==> src/pkg/upio_pkg.sv <==
package upio_pkg;
  // internal special function register bus offsets
  localparam logic [7:0] SFR_PORT_A_DATA = 8'h90;
  localparam logic [7:0] SFR_PORT_A_DIR  = 8'h91;
  localparam logic [7:0] SFR_PORT_B_DATA = 8'hd8;
  localparam logic [7:0] SFR_PORT_B_DIR  = 8'hd9;
  // external data space offsets
  localparam logic [15:0] XD_PORT_C_DATA = 16'h0000;
  localparam logic [15:0] XD_PORT_C_DIR  = 16'h0001;
  localparam logic [15:0] XD_PORT_D_DATA = 16'h0003;
  localparam logic [15:0] XD_PORT_D_DIR  = 16'h0004;
  localparam logic [15:0] XD_PORT_D_CSEN = 16'h0005;
  localparam logic [15:0] XD_WAKE_PAIR   = 16'h0006;
  // reset values
  localparam logic [7:0] DATA_RESET = 8'h00;
  localparam logic [7:0] DIR_RESET  = 8'hff;
  localparam logic [7:0] CSEN_RESET = 8'hff;
  localparam logic [7:0] INPUT_FORCED = 8'hff;
  // field positions
  localparam int BANK_PIN      = 7;
  localparam int WAKE_BIT0_POS = 6;
  localparam int WAKE_BIT1_POS = 5;
  localparam int TMR0_POS      = 0;
  localparam int TMR1_POS      = 1;
  localparam int TMR2_TRIG_POS = 2;
  localparam int TMR2_POS      = 3;
  localparam int NUM_PORTS     = 4;

  typedef struct packed {
    logic       wr;
    logic       rd;
    logic       rmw;
    logic [7:0] addr;
    logic [7:0] wdata;
  } upio_sfr_s;

  typedef struct packed {
    logic        wr;
    logic        rd;
    logic [15:0] addr;
    logic [7:0]  wdata;
  } upio_xd_s;

  typedef struct packed {
    logic [7:0] o;
    logic [7:0] oe;
  } upio_pin_s;
endpackage

==> src/upio_port_bit.sv <==
// one 8-bit port: data latch, direction latch, reset hold, pad sync
module upio_port_bit
  import upio_pkg::*;
(
  input  wire logic       ref_clk,
  input  wire logic       sys_rst,
  input  wire logic       data_we,
  input  wire logic       dir_we,
  input  wire logic [7:0] wdata,
  input  wire logic [7:0] pin_i,
  input  wire logic [7:0] force_out,
  input  wire logic [7:0] force_val,
  output logic      [7:0] data_q,
  output logic      [7:0] dir_q,
  output logic      [7:0] pin_level,
  output upio_pin_s       pad
);
  logic [7:0] sync1;
  logic [7:0] sync2;
  logic       held;
  wire  [7:0] drive_en;
  wire  [7:0] drive_val;
  wire  [7:0] next_oe;

  always_ff @(posedge ref_clk) begin
    if (sys_rst) begin
      data_q <= DATA_RESET;
      dir_q  <= DIR_RESET;
      held   <= 1'b1;
    end else begin
      if (data_we) data_q <= wdata;
      if (dir_we) begin
        dir_q <= wdata;
        held  <= 1'b0;
      end
    end
  end

  always_ff @(posedge ref_clk) begin
    sync1 <= pin_i;
    sync2 <= sync1;
  end

  // direction 0 drives, 1 listens; forced bits override both
  assign drive_en  = force_out | (held ? 8'h00 : ~dir_q);
  assign drive_val = (force_out & force_val) | (~force_out & data_q);
  assign next_oe   = drive_en;
  assign pin_level = held ? INPUT_FORCED : sync2;

  always_ff @(posedge ref_clk) begin
    if (sys_rst) begin
      pad.o  <= 8'h00;
      pad.oe <= 8'h00;
    end else begin
      pad.o  <= drive_val;
      pad.oe <= next_oe;
    end
  end
endmodule

==> src/upio_ports.sv <==
module upio_ports
  import upio_pkg::*;
(
  input  wire logic       ref_clk,
  input  wire logic       sys_rst,
  input  upio_sfr_s       sfr,
  output logic      [7:0] sfr_rdata,
  input  upio_xd_s        xd,
  output logic      [7:0] xd_rdata,
  input  wire logic       bank_select_enable,
  input  wire logic       bank_addr_bit,
  input  wire logic [7:0] chip_select_n,
  input  wire logic [7:0] port_a_i,
  input  wire logic [7:0] port_b_i,
  input  wire logic [7:0] port_c_i,
  input  wire logic [7:0] port_d_i,
  input  wire logic [1:0] wake_input_pair,
  output upio_pin_s       port_a,
  output upio_pin_s       port_b,
  output upio_pin_s       port_c,
  output upio_pin_s       port_d,
  output logic            timer0_count_input,
  output logic            timer1_count_input,
  output logic            timer2_count_input,
  output logic            timer2_external_trigger
);
  logic [7:0] csen;
  logic [1:0] wake_s1;
  logic [1:0] wake_s2;
  logic [7:0] data_q  [NUM_PORTS];
  logic [7:0] dir_q   [NUM_PORTS];
  logic [7:0] level   [NUM_PORTS];
  logic [7:0] pin_in  [NUM_PORTS];
  upio_pin_s  pad     [NUM_PORTS];
  wire  [NUM_PORTS-1:0] data_we;
  wire  [NUM_PORTS-1:0] dir_we;
  wire  [7:0] force_out [NUM_PORTS];
  wire  [7:0] force_val [NUM_PORTS];
  wire        csen_we;
  wire  [7:0] next_sfr_rdata;
  wire  [7:0] next_xd_rdata;
  wire  [7:0] port_wdata [NUM_PORTS];
  wire        sel_a_data;
  wire        sel_a_dir;
  wire        sel_b_data;
  wire        sel_b_dir;
  wire        sel_c_data;
  wire        sel_c_dir;
  wire        sel_d_data;
  wire        sel_d_dir;
  wire        sel_csen;
  wire        sel_wake;
  wire  [7:0] a_data_view;
  wire  [7:0] b_data_view;
  wire  [7:0] wake_view;
  logic [3:0] timer_tap;
  wire  [3:0] next_timer_tap;

  function automatic logic sfr_hit(input upio_sfr_s b, input logic [7:0] a);
    return b.wr && (b.addr == a);
  endfunction

  function automatic logic xd_hit(input upio_xd_s b, input logic [15:0] a);
    return b.wr && (b.addr == a);
  endfunction

  // byte writes; the core's bit ops arrive here as read-modify-write bytes
  assign data_we[0] = sfr_hit(sfr, SFR_PORT_A_DATA);
  assign dir_we[0]  = sfr_hit(sfr, SFR_PORT_A_DIR);
  assign data_we[1] = sfr_hit(sfr, SFR_PORT_B_DATA);
  assign dir_we[1]  = sfr_hit(sfr, SFR_PORT_B_DIR);
  assign data_we[2] = xd_hit(xd, XD_PORT_C_DATA);
  assign dir_we[2]  = xd_hit(xd, XD_PORT_C_DIR);
  assign data_we[3] = xd_hit(xd, XD_PORT_D_DATA);
  assign dir_we[3]  = xd_hit(xd, XD_PORT_D_DIR);
  assign csen_we    = xd_hit(xd, XD_PORT_D_CSEN);

  assign pin_in[0] = port_a_i;
  assign pin_in[1] = port_b_i;
  assign pin_in[2] = port_c_i;
  assign pin_in[3] = port_d_i;

  assign force_out[0] = 8'h00;
  assign force_val[0] = 8'h00;
  assign force_out[1] = 8'h00;
  assign force_val[1] = 8'h00;
  // bank bit takes over pin 7 and ignores the data latch there
  assign force_out[2] = 8'(bank_select_enable) << BANK_PIN;
  assign force_val[2] = 8'(bank_addr_bit) << BANK_PIN;
  assign force_out[3] = csen;
  assign force_val[3] = chip_select_n;

  generate
    for (genvar p = 0; p < NUM_PORTS; p++) begin : g_port
      assign port_wdata[p] = (p < 2) ? sfr.wdata : xd.wdata;
      upio_port_bit u_port (
        .ref_clk   (ref_clk),
        .sys_rst   (sys_rst),
        .data_we   (data_we[p]),
        .dir_we    (dir_we[p]),
        .wdata     (port_wdata[p]),
        .pin_i     (pin_in[p]),
        .force_out (force_out[p]),
        .force_val (force_val[p]),
        .data_q    (data_q[p]),
        .dir_q     (dir_q[p]),
        .pin_level (level[p]),
        .pad       (pad[p])
      );
    end
  endgenerate

  always_ff @(posedge ref_clk) begin
    if (sys_rst) csen <= CSEN_RESET;
    else if (csen_we) csen <= xd.wdata;
  end

  always_ff @(posedge ref_clk) begin
    wake_s1 <= wake_input_pair;
    wake_s2 <= wake_s1;
  end

  // read-side decode; write strobes use the hit functions above
  assign sel_a_data = (sfr.addr == SFR_PORT_A_DATA);
  assign sel_a_dir  = (sfr.addr == SFR_PORT_A_DIR);
  assign sel_b_data = (sfr.addr == SFR_PORT_B_DATA);
  assign sel_b_dir  = (sfr.addr == SFR_PORT_B_DIR);
  assign sel_c_data = (xd.addr == XD_PORT_C_DATA);
  assign sel_c_dir  = (xd.addr == XD_PORT_C_DIR);
  assign sel_d_data = (xd.addr == XD_PORT_D_DATA);
  assign sel_d_dir  = (xd.addr == XD_PORT_D_DIR);
  assign sel_csen   = (xd.addr == XD_PORT_D_CSEN);
  assign sel_wake   = (xd.addr == XD_WAKE_PAIR);

  // pins are reported, latches only for the read half of read-modify-write
  assign a_data_view = sfr.rmw ? data_q[0] : level[0];
  assign b_data_view = sfr.rmw ? data_q[1] : level[1];
  // only the two live pin bits are built; the wake setup bits of that word read zero
  assign wake_view = (8'(wake_s2[0]) << WAKE_BIT0_POS)
                   | (8'(wake_s2[1]) << WAKE_BIT1_POS);

  assign next_sfr_rdata =
    sel_a_data ? a_data_view :
    sel_a_dir  ? dir_q[0] :
    sel_b_data ? b_data_view :
    sel_b_dir  ? dir_q[1] : 8'h00;

  // external reads never see the data latches, only the pins
  assign next_xd_rdata =
    sel_c_data ? level[2] :
    sel_c_dir  ? dir_q[2] :
    sel_d_data ? level[3] :
    sel_d_dir  ? dir_q[3] :
    sel_csen   ? csen :
    sel_wake   ? wake_view : 8'h00;

  // read data holds between reads so the core may take it late
  always_ff @(posedge ref_clk) begin
    if (sys_rst) sfr_rdata <= 8'h00;
    else if (sfr.rd) sfr_rdata <= next_sfr_rdata;
  end

  always_ff @(posedge ref_clk) begin
    if (sys_rst) xd_rdata <= 8'h00;
    else if (xd.rd) xd_rdata <= next_xd_rdata;
  end

  // timers see the port A input value, forced to one until configured
  assign next_timer_tap[0] = level[0][TMR0_POS];
  assign next_timer_tap[1] = level[0][TMR1_POS];
  assign next_timer_tap[2] = level[0][TMR2_TRIG_POS];
  assign next_timer_tap[3] = level[0][TMR2_POS];

  // a pin set to output still reaches its timer; software is told to avoid that
  always_ff @(posedge ref_clk) begin
    if (sys_rst) timer_tap <= INPUT_FORCED[3:0];
    else timer_tap <= next_timer_tap;
  end

  assign timer0_count_input      = timer_tap[0];
  assign timer1_count_input      = timer_tap[1];
  assign timer2_external_trigger = timer_tap[2];
  assign timer2_count_input      = timer_tap[3];

  assign port_a = pad[0];
  assign port_b = pad[1];
  assign port_c = pad[2];
  assign port_d = pad[3];
endmodule
==> config.mk <==
export PLATFORM = sky130hd
export DESIGN_NAME = upio_ports
export DESIGN_NICKNAME = d
export VERILOG_FILES = /design/src/pkg/upio_pkg.sv /design/src/upio_port_bit.sv /design/src/upio_ports.sv
export SDC_FILE = /design/constraint.sdc
export NUM_CORES = 1
export LEC_CHECK = 0
export ABC_AREA = 1
export BUFFER_PORTS_ARGS = -buffer_cell sky130_fd_sc_hd__clkbuf_2
export CAP_MARGIN = 40
export CORE_ASPECT_RATIO = 0.7
export CORE_MARGIN = 1.5
export CORE_UTILIZATION = 53
export CTS_CLUSTER_SIZE = 25
export DETAILED_ROUTE_END_ITERATION = 7
export GPL_TIMING_DRIVEN = 0
export PLACE_DENSITY = 0.75
export SLEW_MARGIN = 20
export SYNTH_ARGS = -nofsm -noshare
export SYNTH_HDL_FRONTEND = slang
export SYNTH_SLANG_ARGS = --single-unit
export TNS_END_PERCENT = 1
==> constraint.sdc <==
create_clock -name ref_clk -period 1.4 [get_ports ref_clk]
set_input_delay 0.14 -clock ref_clk [delete_from_list [all_inputs] [get_ports ref_clk]]
set_output_delay 0.14 -clock ref_clk [all_outputs]
set_load 0.005 [all_outputs]
# Word-level counts from Yosys, hierarchy flattened
# Index checks and enable logic that the tools add are counted.
[word_totals] reg_bits=228
[op_classes] mux=18 eq_ne=9 bitwise=15 reduce_logical=12
[op_table] operator="two-way mux 8 bit" count=17
[op_table] operator="equality test 16 x 3 -> 1 bit (second input constant)" count=3
[op_table] operator="NOT 8 bit" count=6
[op_table] operator="AND 8 bit" count=4
[op_table] operator="equality test 8 bit (second input constant)" count=4
[op_table] operator="OR 8 bit" count=4
[op_table] operator="equality test 16 x 1 -> 1 bit (second input constant)" count=1
[op_table] operator="equality test 16 x 2 -> 1 bit (second input constant)" count=1
[op_table] operator="logical NOT 16 bit" count=1
[op_table] operator="logical AND 1 bit" count=9
[op_table] operator="two-way mux 7 bit" count=1
[op_table] operator="OR 7 x 6 -> 7 bit" count=1
[op_table] operator="OR reduction 2 bit" count=2

# Logic depth before layout (Yosys ltp)
# Gate-level depths: netlist of run 1.
[logic_depth] ltp_word=7 mapped_depth=10

# By module
# From an unflattened synthesis of run 1, not the netlist that was laid out.
[hier_totals] cells_unflattened=1010 area_unflattened_um2=8280.4
[modules_own_cells] mod="upio_port_bit" cells_each=172 area_per_inst_um2=1549.0 instances=4 seq_area_each_um2=980.9
[modules_own_cells] mod="upio_ports" cells_each=322 area_per_inst_um2=2084.5 instances=1 seq_area_each_um2=640.6

# Worst setup path after synthesis of run 1
# OpenSTA, ideal clock, no wires.
[synth_timing] path_kind="in2reg" from="input port sfr[12] (netlist name)" to="register g_port[0].u_port.data_q[5]" required_ns=1.281 stages=8 slack_ns=0.214 t_arrival_ns=1.067 cell_sequence="inv_1 nor2_2 nand3_2 nor3_4 nand2_2 buf_2 o21ai_1 a21oi_1"
[synth_between] elab_chain_cells=2
[synth_rtl] element="from (decl)" line="upio_ports.sv:6" source="input upio_sfr_s sfr,"
[synth_rtl] element="equality test 8 bit" line="upio_ports.sv:60" source="return b.wr && (b.addr == a);"
[synth_rtl] element="logical AND 1 bit" line="upio_ports.sv:60"
[synth_rtl] element="to (signal assigned)" line="upio_port_bit.sv:31" source="if (data_we) data_q <= wdata;"
[synth_rtl] element="to (decl)" line="upio_port_bit.sv:13" source="output logic [7:0] data_q,"
# No other way between the ends.
# A chain may end at the register's enable or synchronous reset.

# Worst setup path after layout of run 1
[layout_timing] from="register g_port[1].u_port.held" to="register sfr_rdata[5]"
[layout_between] elab_chain_cells=5
[layout_rtl] element="from (decl)" line="upio_port_bit.sv:20" source="logic held;"
[layout_rtl] element="from (signal assigned)" line="upio_port_bit.sv:29" source="held <= 1'b1;"
[layout_rtl] element="from (signal assigned)" line="upio_port_bit.sv:34" source="held <= 1'b0;"
[layout_rtl] element="two-way mux 8 bit" line="upio_port_bit.sv:48" source="assign pin_level = held ? INPUT_FORCED : sync2;"
[layout_rtl] element="two-way mux 8 bit" line="upio_ports.sv:137" source="assign b_data_view = sfr.rmw ? data_q[1] : level[1];"
[layout_rtl] element="two-way mux 8 bit" line="upio_ports.sv:145" source="sel_b_data ? b_data_view :"
[layout_rtl] element="two-way mux 8 bit" line="upio_ports.sv:144" source="sel_a_dir ? dir_q[0] :"
[layout_rtl] element="two-way mux 8 bit" line="upio_ports.sv:143" source="sel_a_data ? a_data_view :"
[layout_rtl] element="to (signal assigned)" line="upio_ports.sv:160" source="else if (sfr.rd) sfr_rdata <= next_sfr_rdata;"
[layout_rtl] element="to (decl)" line="upio_ports.sv:7" source="output logic [7:0] sfr_rdata,"
# No other way between the ends.

==> run_results.csv, run 1 <==
group,metric,value,unit
outcome,status,"complete, but fails checks",
outcome,violations,"setup timing",
grt,grt_pass1_vias,5895,
grt,antenna_found_initial,0,
final_layout,fin_cells,1287,
sta,grt_setup_unrepaired,"yes",
power,p_leak,4.41,nW
final_layout,final_nets,1174,
power,power_frac_seq,0.515,
final_layout,diodes,0,
routing,drt_first_pass_iters,5,
setup_path,start_kind,"flop",
yosys,ys_top_cells_by_area,"dfxtp_1 61%, nand2_1 7.4%, a21oi_1 4.7%",
cts,path_clk_slew,0.06,ns
yosys,yosysMostFrequentCell,"dfxtp_1",
cts,cts_tree,"built",
sta,max_freq,695,MHz
cts,clock_latency,0.50,ns
cts,clock_path_buffers,3,
grt,grt_usage,0.268,
sta,fin_crit,1.44,ns
yosys,async_flop_share,0,
grt,grt_pass1_wl,31100,um
cts,cts_num_sinks,228,
yosys,syn_area_per_cell,9.11,sq um
hold_path,hp-class,"in -> reg",
routing,wl_per_cell,15.8,um
routing,wirelength,20300,um
final_layout,drive_gt1_frac,0.242,
sta,fin_ws,-0.0385,ns
power,p_per_area,1300,nW/um^2
setup_path,cp_max_fo,9,
routing,vias_per_cell,5.07,
floorplan,die_height,103,um
placement,hpwlAfterDp,14300,um
power,power.internal,0.0102,W
sta,clock-skew-final,0.0122,ns
sta,worst_slew_pin_slew,0.619,ns
floorplan,rows,36,
setup_path,crit_required,1.75,ns
cts,cts-root-buf,"clkbuf_16",
routing,first_iter_violations,491,
yosys,synth_area,7500,sq um
sta,finalCritPeriodShare,1.03,
power,ir_drop,1190,uV
run,drv_cap,0,
yosys,seq_area_frac_synth,0.609,
power,p_comb_frac,0.049,
routing,drc,0,
cts,cts_max_level,1,
yosys,yosysUniqueCellTypes,35,
floorplan,core_area,13900,sq um
placement,dp_cells,1186,
sta,slew_headroom,0.588,
yosys,yosys_warnings,0,
routing,drtAntennaViolNets,0,
sta,finalHoldViolations,0,
yosys,synth_area_leader_cell,"dfxtp_1",
setup_path,crit_arrival,1.78,ns
final_layout,nFillCells,1113,
floorplan,ios,175,
cts,post_cts_buffers,0,
floorplan,die_x,145,um
yosys,synthTopCellsByCount,"228 x dfxtp_1, 147 x nand2_1, 77 x nor2_1",
yosys,synthFlopType,"dfxtp_1",
floorplan,die-area,14900,sq um
placement,port_buffers,173,
yosys,synth.net_count,914,
sta,setup_viol,1,
routing,dr_total_vias,6522,
cts,cts_buffers,21,
floorplan,start_util,0.540,
yosys,synthCells,823,
setup_path,path_class,"reg -> reg",
power,total_power,0.0130,W
grt,grt_max_degree,16,
grt,grt-ovfl-total,0,
sta,maxSlewViolCount,0,
power,power_switching,0.00273,W
placement,place.gp.congestion,0.910,
yosys,ys_ff_latch,228,
power,sw_frac_of_total,0.211,
power,clkPwrFrac,0.436,
yosys,yosysTopAreaCellShare,0.609,
yosys,synth_edf_count,0,
final_layout,syn2layout_area_growth,32.7,%
final_layout,seq_area,4560,sq um
setup_path,end_kind,"flop",
final_layout,multi_input_comb_area,2490,sq um
## worst paths after layout
check,startpoint,end,slack (ns),depth (start not counted)
worst max-delay path,g_port[1].u_port.held,sfr_rdata[5],-0.04,6
worst max register to register,g_port[1].u_port.held,sfr_rdata[5],-0.04,6
worst min register to register,g_port[1].u_port.sync1[6],g_port[1].u_port.sync2[6],0.32,0
worst min-delay path,sfr[10],g_port[0].u_port.held,0.14,4
## metal layers
metal	up-vias	wire (um)	track usage	part of all wire
met2	318	8160	0.374	0.40
met4	0	275	0.0691	0.014
met3	30	2330	0.0770	0.11
li1	3220	-	-	-
met1	2954	9540	0.405	0.47
met5	-	0	0	0
## area by class of cell
cell class	count	share of cell area
multi-input cells	486	0.250
clock buffers	30	0.0592
clock inverters	7	0.00918
well taps	190	0.0239
plain buffers	29	0.0170
flip-flops and latches	228	0.459
inverters	80	0.0303
repair buffers	237	0.151
## stage by stage
step | util | cell area, sq um | hold WS (ns) | setup WS, ns | setup TNS [ns]
floorplan | - | 7500 | 0.168 | 0.214 | 0
global placement | 0.620 | 8600 | 0.243 | -0.165 | -2.70
detailed placement | 0.620 | 8600 | 0.244 | -0.204 | -3.96
CTS | 0.716 | 9930 | 0.108 | 0.00313 | 0
global route | 0.717 | 9950 | 0.169 | -0.0614 | -0.0809
finish | 0.717 | 9950 | 0.137 | -0.0385 | -0.0385
## state kept, by name, indices dropped and copies added, names as in the netlist, 8 cells and up
register              flops
g_port.u_port.sync1      32
g_port.u_port.data_q     32
g_port.u_port.pad        64
csen                      8
sfr_rdata                 8
xd_rdata                  8
g_port.u_port.dir_q      32
g_port.u_port.sync2      32
## critical path, stage by stage (launching register included)
cell	delay, ns
dfxtp_1	0.39
o21ai_1	0.25
o21ai_0	0.20
a22oi_1	0.22
nand2_1	0.07
nand2_1	0.08
a21oi_1	0.07
## cell usage in the layout, fill, tap and decap left out, types with 3 or more instances in the layout
cell type	count
a211oi_2	8
clkbuf_8	3
nand2_2	3
nand4_1	13
buf_2	6
a21oi_2	6
clkinv_2	4
inv_2	4
clkbuf_2	173
dfxtp_1	228
clkbuf_1	16
nand2_1	147
buf_6	6
o211ai_1	16
dlygate4sd3_1	64
nor2_2	4
nor2_1	76
a21oi_1	68
o21ai_1	38
nor2_4	7
inv_1	73
clkbuf_16	21
nand3_1	37
nor3_4	3
o21ai_0	36
a22oi_1	6
buf_1	5
nand3_2	4
## cell families after synthesis
| logic type | count (synthesis) | share of synthesized area |
|---|---|---|
| compound gates | 182 | 0.139 |
| buf+inv | 109 | 0.0627 |
| flops | 228 | 0.609 |
| simple gates | 304 | 0.189 |
## power groups by stage
stage	combinational, W	sequential, W	clock, W
3_3_place_gp	0.000465	0.00681	0
5_1_grt	0.000684	0.00667	0.00599
3_5_place_dp	0.000466	0.00681	0
6_report	0.000635	0.00667	0.00565
4_1_cts	0.000612	0.00666	0.00571
2_1_floorplan	0.000187	0.00680	0
## what timing repair did
item / 4_1_cts / 5_1_grt
endpoints found under the hold margin: 101 / 0
gates resized for setup: 3 / 13
setup endpoints to repair: 2 / 9
hold buffers: 64 / 0
pin swaps: 0 / 1
(Power assumes the default switching activity.)
==> run 2, diff against run 1 <==
Settings changed: PLACE_DENSITY 0.75 to 0.84.
==> run_results.csv, run 2 (synthesized netlist as in run 1, its figures left out) <==
group,metric,value,unit
routing,wl_per_cell,17.2,um
routing,first_iter_violations,623,
setup_path,cp-startpoint,"g_port[1].u_port.held",
sta,clock-skew-final,0.0213,ns
power,total_power,0.0133,W
grt,grt_pass1_wl,33200,um
setup_path,end_kind,"flop",
floorplan,die_height,103,um
routing,drt_first_pass_iters,8,
cts,post_cts_buffers,0,
setup_path,reg2reg_setup_slack,-0.03,ns
grt,grt_usage,0.290,
final_layout,fin_cells,1283,
cts,cts_tree,"built",
setup_path,crit_arrival,1.77,ns
power,p_leak,4.41,nW
routing,vias_per_cell,5.24,
sta,maxSlewViolCount,0,
cts,clock_path_buffers,3,
floorplan,ios,175,
sta,slew_headroom,0.526,
floorplan,die_x,145,um
placement,hpwlAfterDp,14600,um
setup_path,timing.rr.end,"sfr_rdata[0]",
grt,antenna_found_initial,0,
sta,fin_ws,-0.0283,ns
cts,cts_num_sinks,228,
final_layout,largest_register_ffs,64,
cts,cts-root-buf,"clkbuf_16",
hold_path,min_delay_worst_endpoint,"g_port[3].u_port.dir_q[5]",
final_layout,diodes,0,
sta,setup_viol,1,
sta,whs,0.0191,ns
placement,port_buffers,173,
sta,max_freq,700,MHz
grt,grt-ovfl-total,0,
setup_path,reg2reg_from,"g_port[1].u_port.held",
hold_path,min_path_cells,3,
floorplan,die-area,14900,sq um
outcome,status,"complete, but fails checks",
setup_path,r2r_cells,6,
setup_path,crit_required,1.74,ns
hold_path,hp-class,"in -> reg",
final_layout,top_register,"g_port.u_port.pad",
sta,grt_setup_unrepaired,"yes",
cts,path_clk_slew,0.07,ns
setup_path,start_kind,"flop",
final_layout,final_nets,1170,
floorplan,start_util,0.540,
hold_path,hp-start,"xd[5]",
placement,place.gp.congestion,0.981,
final_layout,mostFrequentLayoutCells,"226 x dfxtp_1, 173 x clkbuf_2, 147 x nand2_1, 75 x nor2_1, 73 x inv_1",
sta,finalCritPeriodShare,1.02,
sta,worst_slew_pin_slew,0.710,ns
routing,dr_total_vias,6727,
cts,cts_max_level,1,
final_layout,syn2layout_area_growth,32.9,%
routing,drc,0,
setup_path,cp_max_fo,9,
routing,drtAntennaViolNets,0,
power,ir_drop,1090,uV
run,drv_cap,0,
final_layout,final_common_cell,"dfxtp_1",
floorplan,core_area,13900,sq um
final_layout,nFillCells,1032,
grt,grt_pass1_vias,6335,
routing,wirelength,22100,um
cts,cts_buffers,21,
final_layout,multi_input_comb_area,2500,sq um
floorplan,rows,36,
final_layout,seq_area,4570,sq um
sta,fin_crit,1.43,ns
grt,grt_max_degree,17,
power,p_per_area,1330,nW/um^2
outcome,violations,"setup timing",
cts,clock_latency,0.50,ns
setup_path,path_class,"reg -> reg",
final_layout,drive_gt1_frac,0.253,
placement,dp_cells,1186,
sta,finalHoldViolations,0,
==> run 2: per-layer routing <==
layer / GRT usage / up-vias / share of wire
met2: 0.448 / 377 / 0.43
met1: 0.399 / 3072 / 0.43
met3: 0.0739 / 65 / 0.12
met4: 0.104 / 0 / 0.030
met5: 0 / - / 0
li1: - / 3213 / -
==> run 2: where the power goes <==
| group | internal (W) | switching [W] |
|---|---|---|
| clock | 0.00349 | 0.00249 |
| sequential | 0.00662 | 0.0000431 |
| combinational | 0.000284 | 0.000365 |
| total | 0.0104 | 0.00290 |
==> run 2: worst max path at each step <==
| stage | to | slack [ns] | depth (start not counted) |
|---|---|---|---|
| 5_1_grt | sfr_rdata[5] | -0.04 | 6 |
| 3_5_place_dp | g_port[2].u_port.pad[7] | -0.26 | 4 |
| 6_report | sfr_rdata[0] | -0.03 | 6 |
| 4_1_cts | sfr_rdata[1] | -0.02 | 6 |
| 3_3_place_gp | g_port[2].u_port.pad[7] | -0.27 | 4 |
| 2_1_floorplan | g_port[0].u_port.data_q[5] | 0.21 | 8 |
==> run 2: stage by stage <==
| stage | setup TNS [ns] | utilization | setup WS (ns) | instance area, sq um |
|---|---|---|---|---|
| 6_report | -0.0283 | 0.718 | -0.0283 | 9960 |
| 5_1_grt | -0.0754 | 0.718 | -0.0374 | 9960 |
| 4_1_cts | -0.0194 | 0.717 | -0.0194 | 9950 |
| 3_5_place_dp | -3.39 | 0.620 | -0.263 | 8600 |
| 3_3_place_gp | -2.22 | 0.620 | -0.268 | 8600 |
| 2_1_floorplan | 0 | - | 0.214 | 7500 |
==> run 2: cell type report <==
type | count | area share
Buffer | 29 | 0.0170
Inverter | 80 | 0.0308
Tap cell | 190 | 0.0239
Sequential cell | 228 | 0.458
Clock inverter | 12 | 0.0149
Multi-Input combinational cell | 486 | 0.251
Timing Repair Buffer | 233 | 0.147
Clock buffer | 25 | 0.0573
==> run 2: repair_timing <==
item	4_1_cts	5_1_grt
hold endpoints to repair	94	0
cloned	0	0
gates resized for setup	8	9
endpoints found under the setup margin	6	11
pin swaps	0	1
hold buffers	60	0
==> run 2: worst max-delay path, cell delays in order (launching register included) <==
cell	delay, ns
dfxtp_2	0.38
o21ai_0	0.27
o21ai_0	0.21
nand2_1	0.11
nand4_1	0.14
nand2_1	0.10
a21oi_1	0.06
==> run 3, diff against run 2 <==
==> constraint.sdc (replaced) <==
create_clock -name ref_clk -period 1.4 [get_ports ref_clk]
set_input_delay 0.28 -clock ref_clk [delete_from_list [all_inputs] [get_ports ref_clk]]
set_output_delay 0.28 -clock ref_clk [all_outputs]
set_load 0.005 [all_outputs]
==> run_results.csv, run 3 (synthesized netlist as in run 1, its figures left out) <==
group,metric,value,unit
outcome,status,"complete, but fails checks",
outcome,violations,"setup timing",
placement,dp_cells,1186,
floorplan,ios,175,
placement,hpwlAfterDp,14600,um
setup_path,cp-startpoint,"g_port[1].u_port.held",
setup_path,cp_top_family,"compound AO/OA/AOI/OAI gates",
hold_path,min_path_cells,3,
floorplan,die-area,14900,sq um
sta,slew_headroom,0.566,
routing,vias_per_cell,5.20,
final_layout,fin_cells,1258,
sta,finalHoldViolations,0,
setup_path,path_class,"reg -> reg",
sta,finalCritPeriodShare,1.02,
routing,drtAntennaViolNets,0,
sta,fin_ws,-0.0234,ns
floorplan,die_height,103,um
floorplan,die_x,145,um
sta,setup_viol,1,
final_layout,syn2layout_area_growth,29.4,%
power,ir_drop,1120,uV
cts,path_clk_slew,0.07,ns
setup_path,worst-path-buf-inv,0,
setup_path,cp_max_fo,9,
final_layout,final_common_cell,"dfxtp_1",
cts,cts_max_level,1,
final_layout,mostFrequentLayoutCells,"226 x dfxtp_1, 175 x clkbuf_2, 147 x nand2_1, 75 x nor2_1, 73 x inv_1",
hold_path,hp-class,"in -> reg",
sta,worst_slew_pin_slew,0.651,ns
cts,cts-root-buf,"clkbuf_16",
grt,grt-ovfl-total,0,
sta,fin_crit,1.42,ns
setup_path,crit_arrival,1.77,ns
setup_path,reg2reg_setup_slack,-0.02,ns
sta,maxSlewViolCount,0,
setup_path,reg2reg_from,"g_port[1].u_port.held",
final_layout,drive_gt1_frac,0.260,
grt,grt_max_degree,17,
cts,clock_latency,0.50,ns
routing,drt_first_pass_iters,5,
cts,cts_buffers,21,
final_layout,top_register,"g_port.u_port.pad",
setup_path,r2r_cells,6,
setup_path,crit_required,1.75,ns
routing,first_iter_violations,649,
setup_path,end_kind,"flop",
placement,port_buffers,173,
setup_path,start_kind,"flop",
routing,drc,0,
final_layout,final_nets,1144,
floorplan,start_util,0.540,
grt,grt_usage,0.279,
floorplan,core_area,13900,sq um
floorplan,rows,36,
hold_path,hp-start,"chip_select_n[2]",
setup_path,crit_chain,"o21ai_0 > o21ai_1 > a22oi_1 > nand2_1 > nand2_1 > a21oi_1",
power,p_per_area,1360,nW/um^2
grt,antenna_found_initial,0,
sta,clock-skew-final,0.0201,ns
routing,wl_per_cell,16.8,um
cts,cts_num_sinks,228,
sta,grt_setup_unrepaired,"yes",
routing,wirelength,21200,um
final_layout,largest_register_ffs,64,
hold_path,min_delay_worst_endpoint,"g_port[3].u_port.pad[10]",
placement,place.gp.congestion,0.981,
setup_path,slowest_delay,0.37,ns
grt,grt_pass1_vias,6109,
setup_path,timing.rr.end,"sfr_rdata[5]",
routing,dr_total_vias,6542,
sta,fin_setup_tns,-0.0234,ns
sta,max_freq,703,MHz
grt,grt_pass1_wl,31900,um
cts,cts_tree,"built",
run,drv_cap,0,
cts,clock_path_buffers,3,
setup_path,crit_top_cell,"nand2_1",
power,p_leak,4.31,nW
setup_path,cp_slowest_cell,"dfxtp_2",
-- run 3: changes by cell type in the layout (fill, tap and decap cells not counted), sizes merged --
cell and delta:
buf -1, clkbuf +1, clkinv +1, clkinvlp -1, diode +1, dlygate4sd3 -26
-- run 3: worst register-to-register path: stages (launching register included) --
cell,delay [ns]
dfxtp_2,0.37
o21ai_0,0.22
o21ai_1,0.19
a22oi_1,0.24
nand2_1,0.07
nand2_1,0.10
a21oi_1,0.07
-- run 3: layer usage --
layer  up-vias  routed length [um]  global-route usage
met5         -                   0                   0
met4         0                 521              0.0926
met3        48                2400              0.0646
met2       356                8790               0.418
met1      2979                9450               0.399
li1       3159                   -                   -
-- run 3: how the worst max path moves through the flow --
stage                                 endpoint  slack [ns]  cells past startpoint
floorplan           g_port[0].u_port.data_q[5]        0.07                      8
global placement       g_port[2].u_port.pad[7]       -0.41                      4
detailed placement     g_port[2].u_port.pad[7]       -0.40                      4
CTS                               sfr_rdata[1]       -0.02                      6
global route                      sfr_rdata[5]       -0.03                      6
finish                            sfr_rdata[5]       -0.02                      6
-- run 3: repair_timing --
action                                  in CTS  in global routing
endpoints found under the setup margin       6                 10
pin swaps                                    0                  1
gates resized for setup                      8                 11
buffers inserted                             0                  0
hold endpoints to repair                    34                  0
hold buffers                                34                  0
-- run 3: final cells by class --
cell class / instances / area (sq um)
flip-flops and latches: 228 / 4570
well taps: 190 / 238
plain buffers: 29 / 171
repair buffers: 207 / 1210
clock buffers: 25 / 571
clock inverters: 12 / 149
inverters: 80 / 303
fillers: 1078 / 4170
diodes: 1 / 2.50
multi-input cells: 486 / 2500
-- run 3: report_power, final --
| part | switching (W) | internal, W | leakage [nW] | total (W) |
|---|---|---|---|---|
| sequential | 0.0000416 | 0.00662 | 1.87 | 0.00666 |
| combinational | 0.000344 | 0.000237 | 2.09 | 0.000581 |
| clock | 0.00244 | 0.00349 | 0.357 | 0.00593 |
| total | 0.00283 | 0.0103 | 4.31 | 0.0132 |
-- run 3: metrics by stage --
stage / hold slack, ns / cell area [sq um] / utilization / power, W / worst slack (ns)
2_1_floorplan: 0.308 / 7500 / - / 0.00698 / 0.0739
3_3_place_gp: 0.312 / 8600 / 0.620 / 0.00727 / -0.408
3_5_place_dp: 0.312 / 8600 / 0.620 / 0.00728 / -0.403
4_1_cts: 0.0550 / 9690 / 0.698 / 0.0132 / -0.0194
5_1_grt: 0.0711 / 9700 / 0.699 / 0.0135 / -0.0343
6_report: 0.0618 / 9700 / 0.699 / 0.0132 / -0.0234
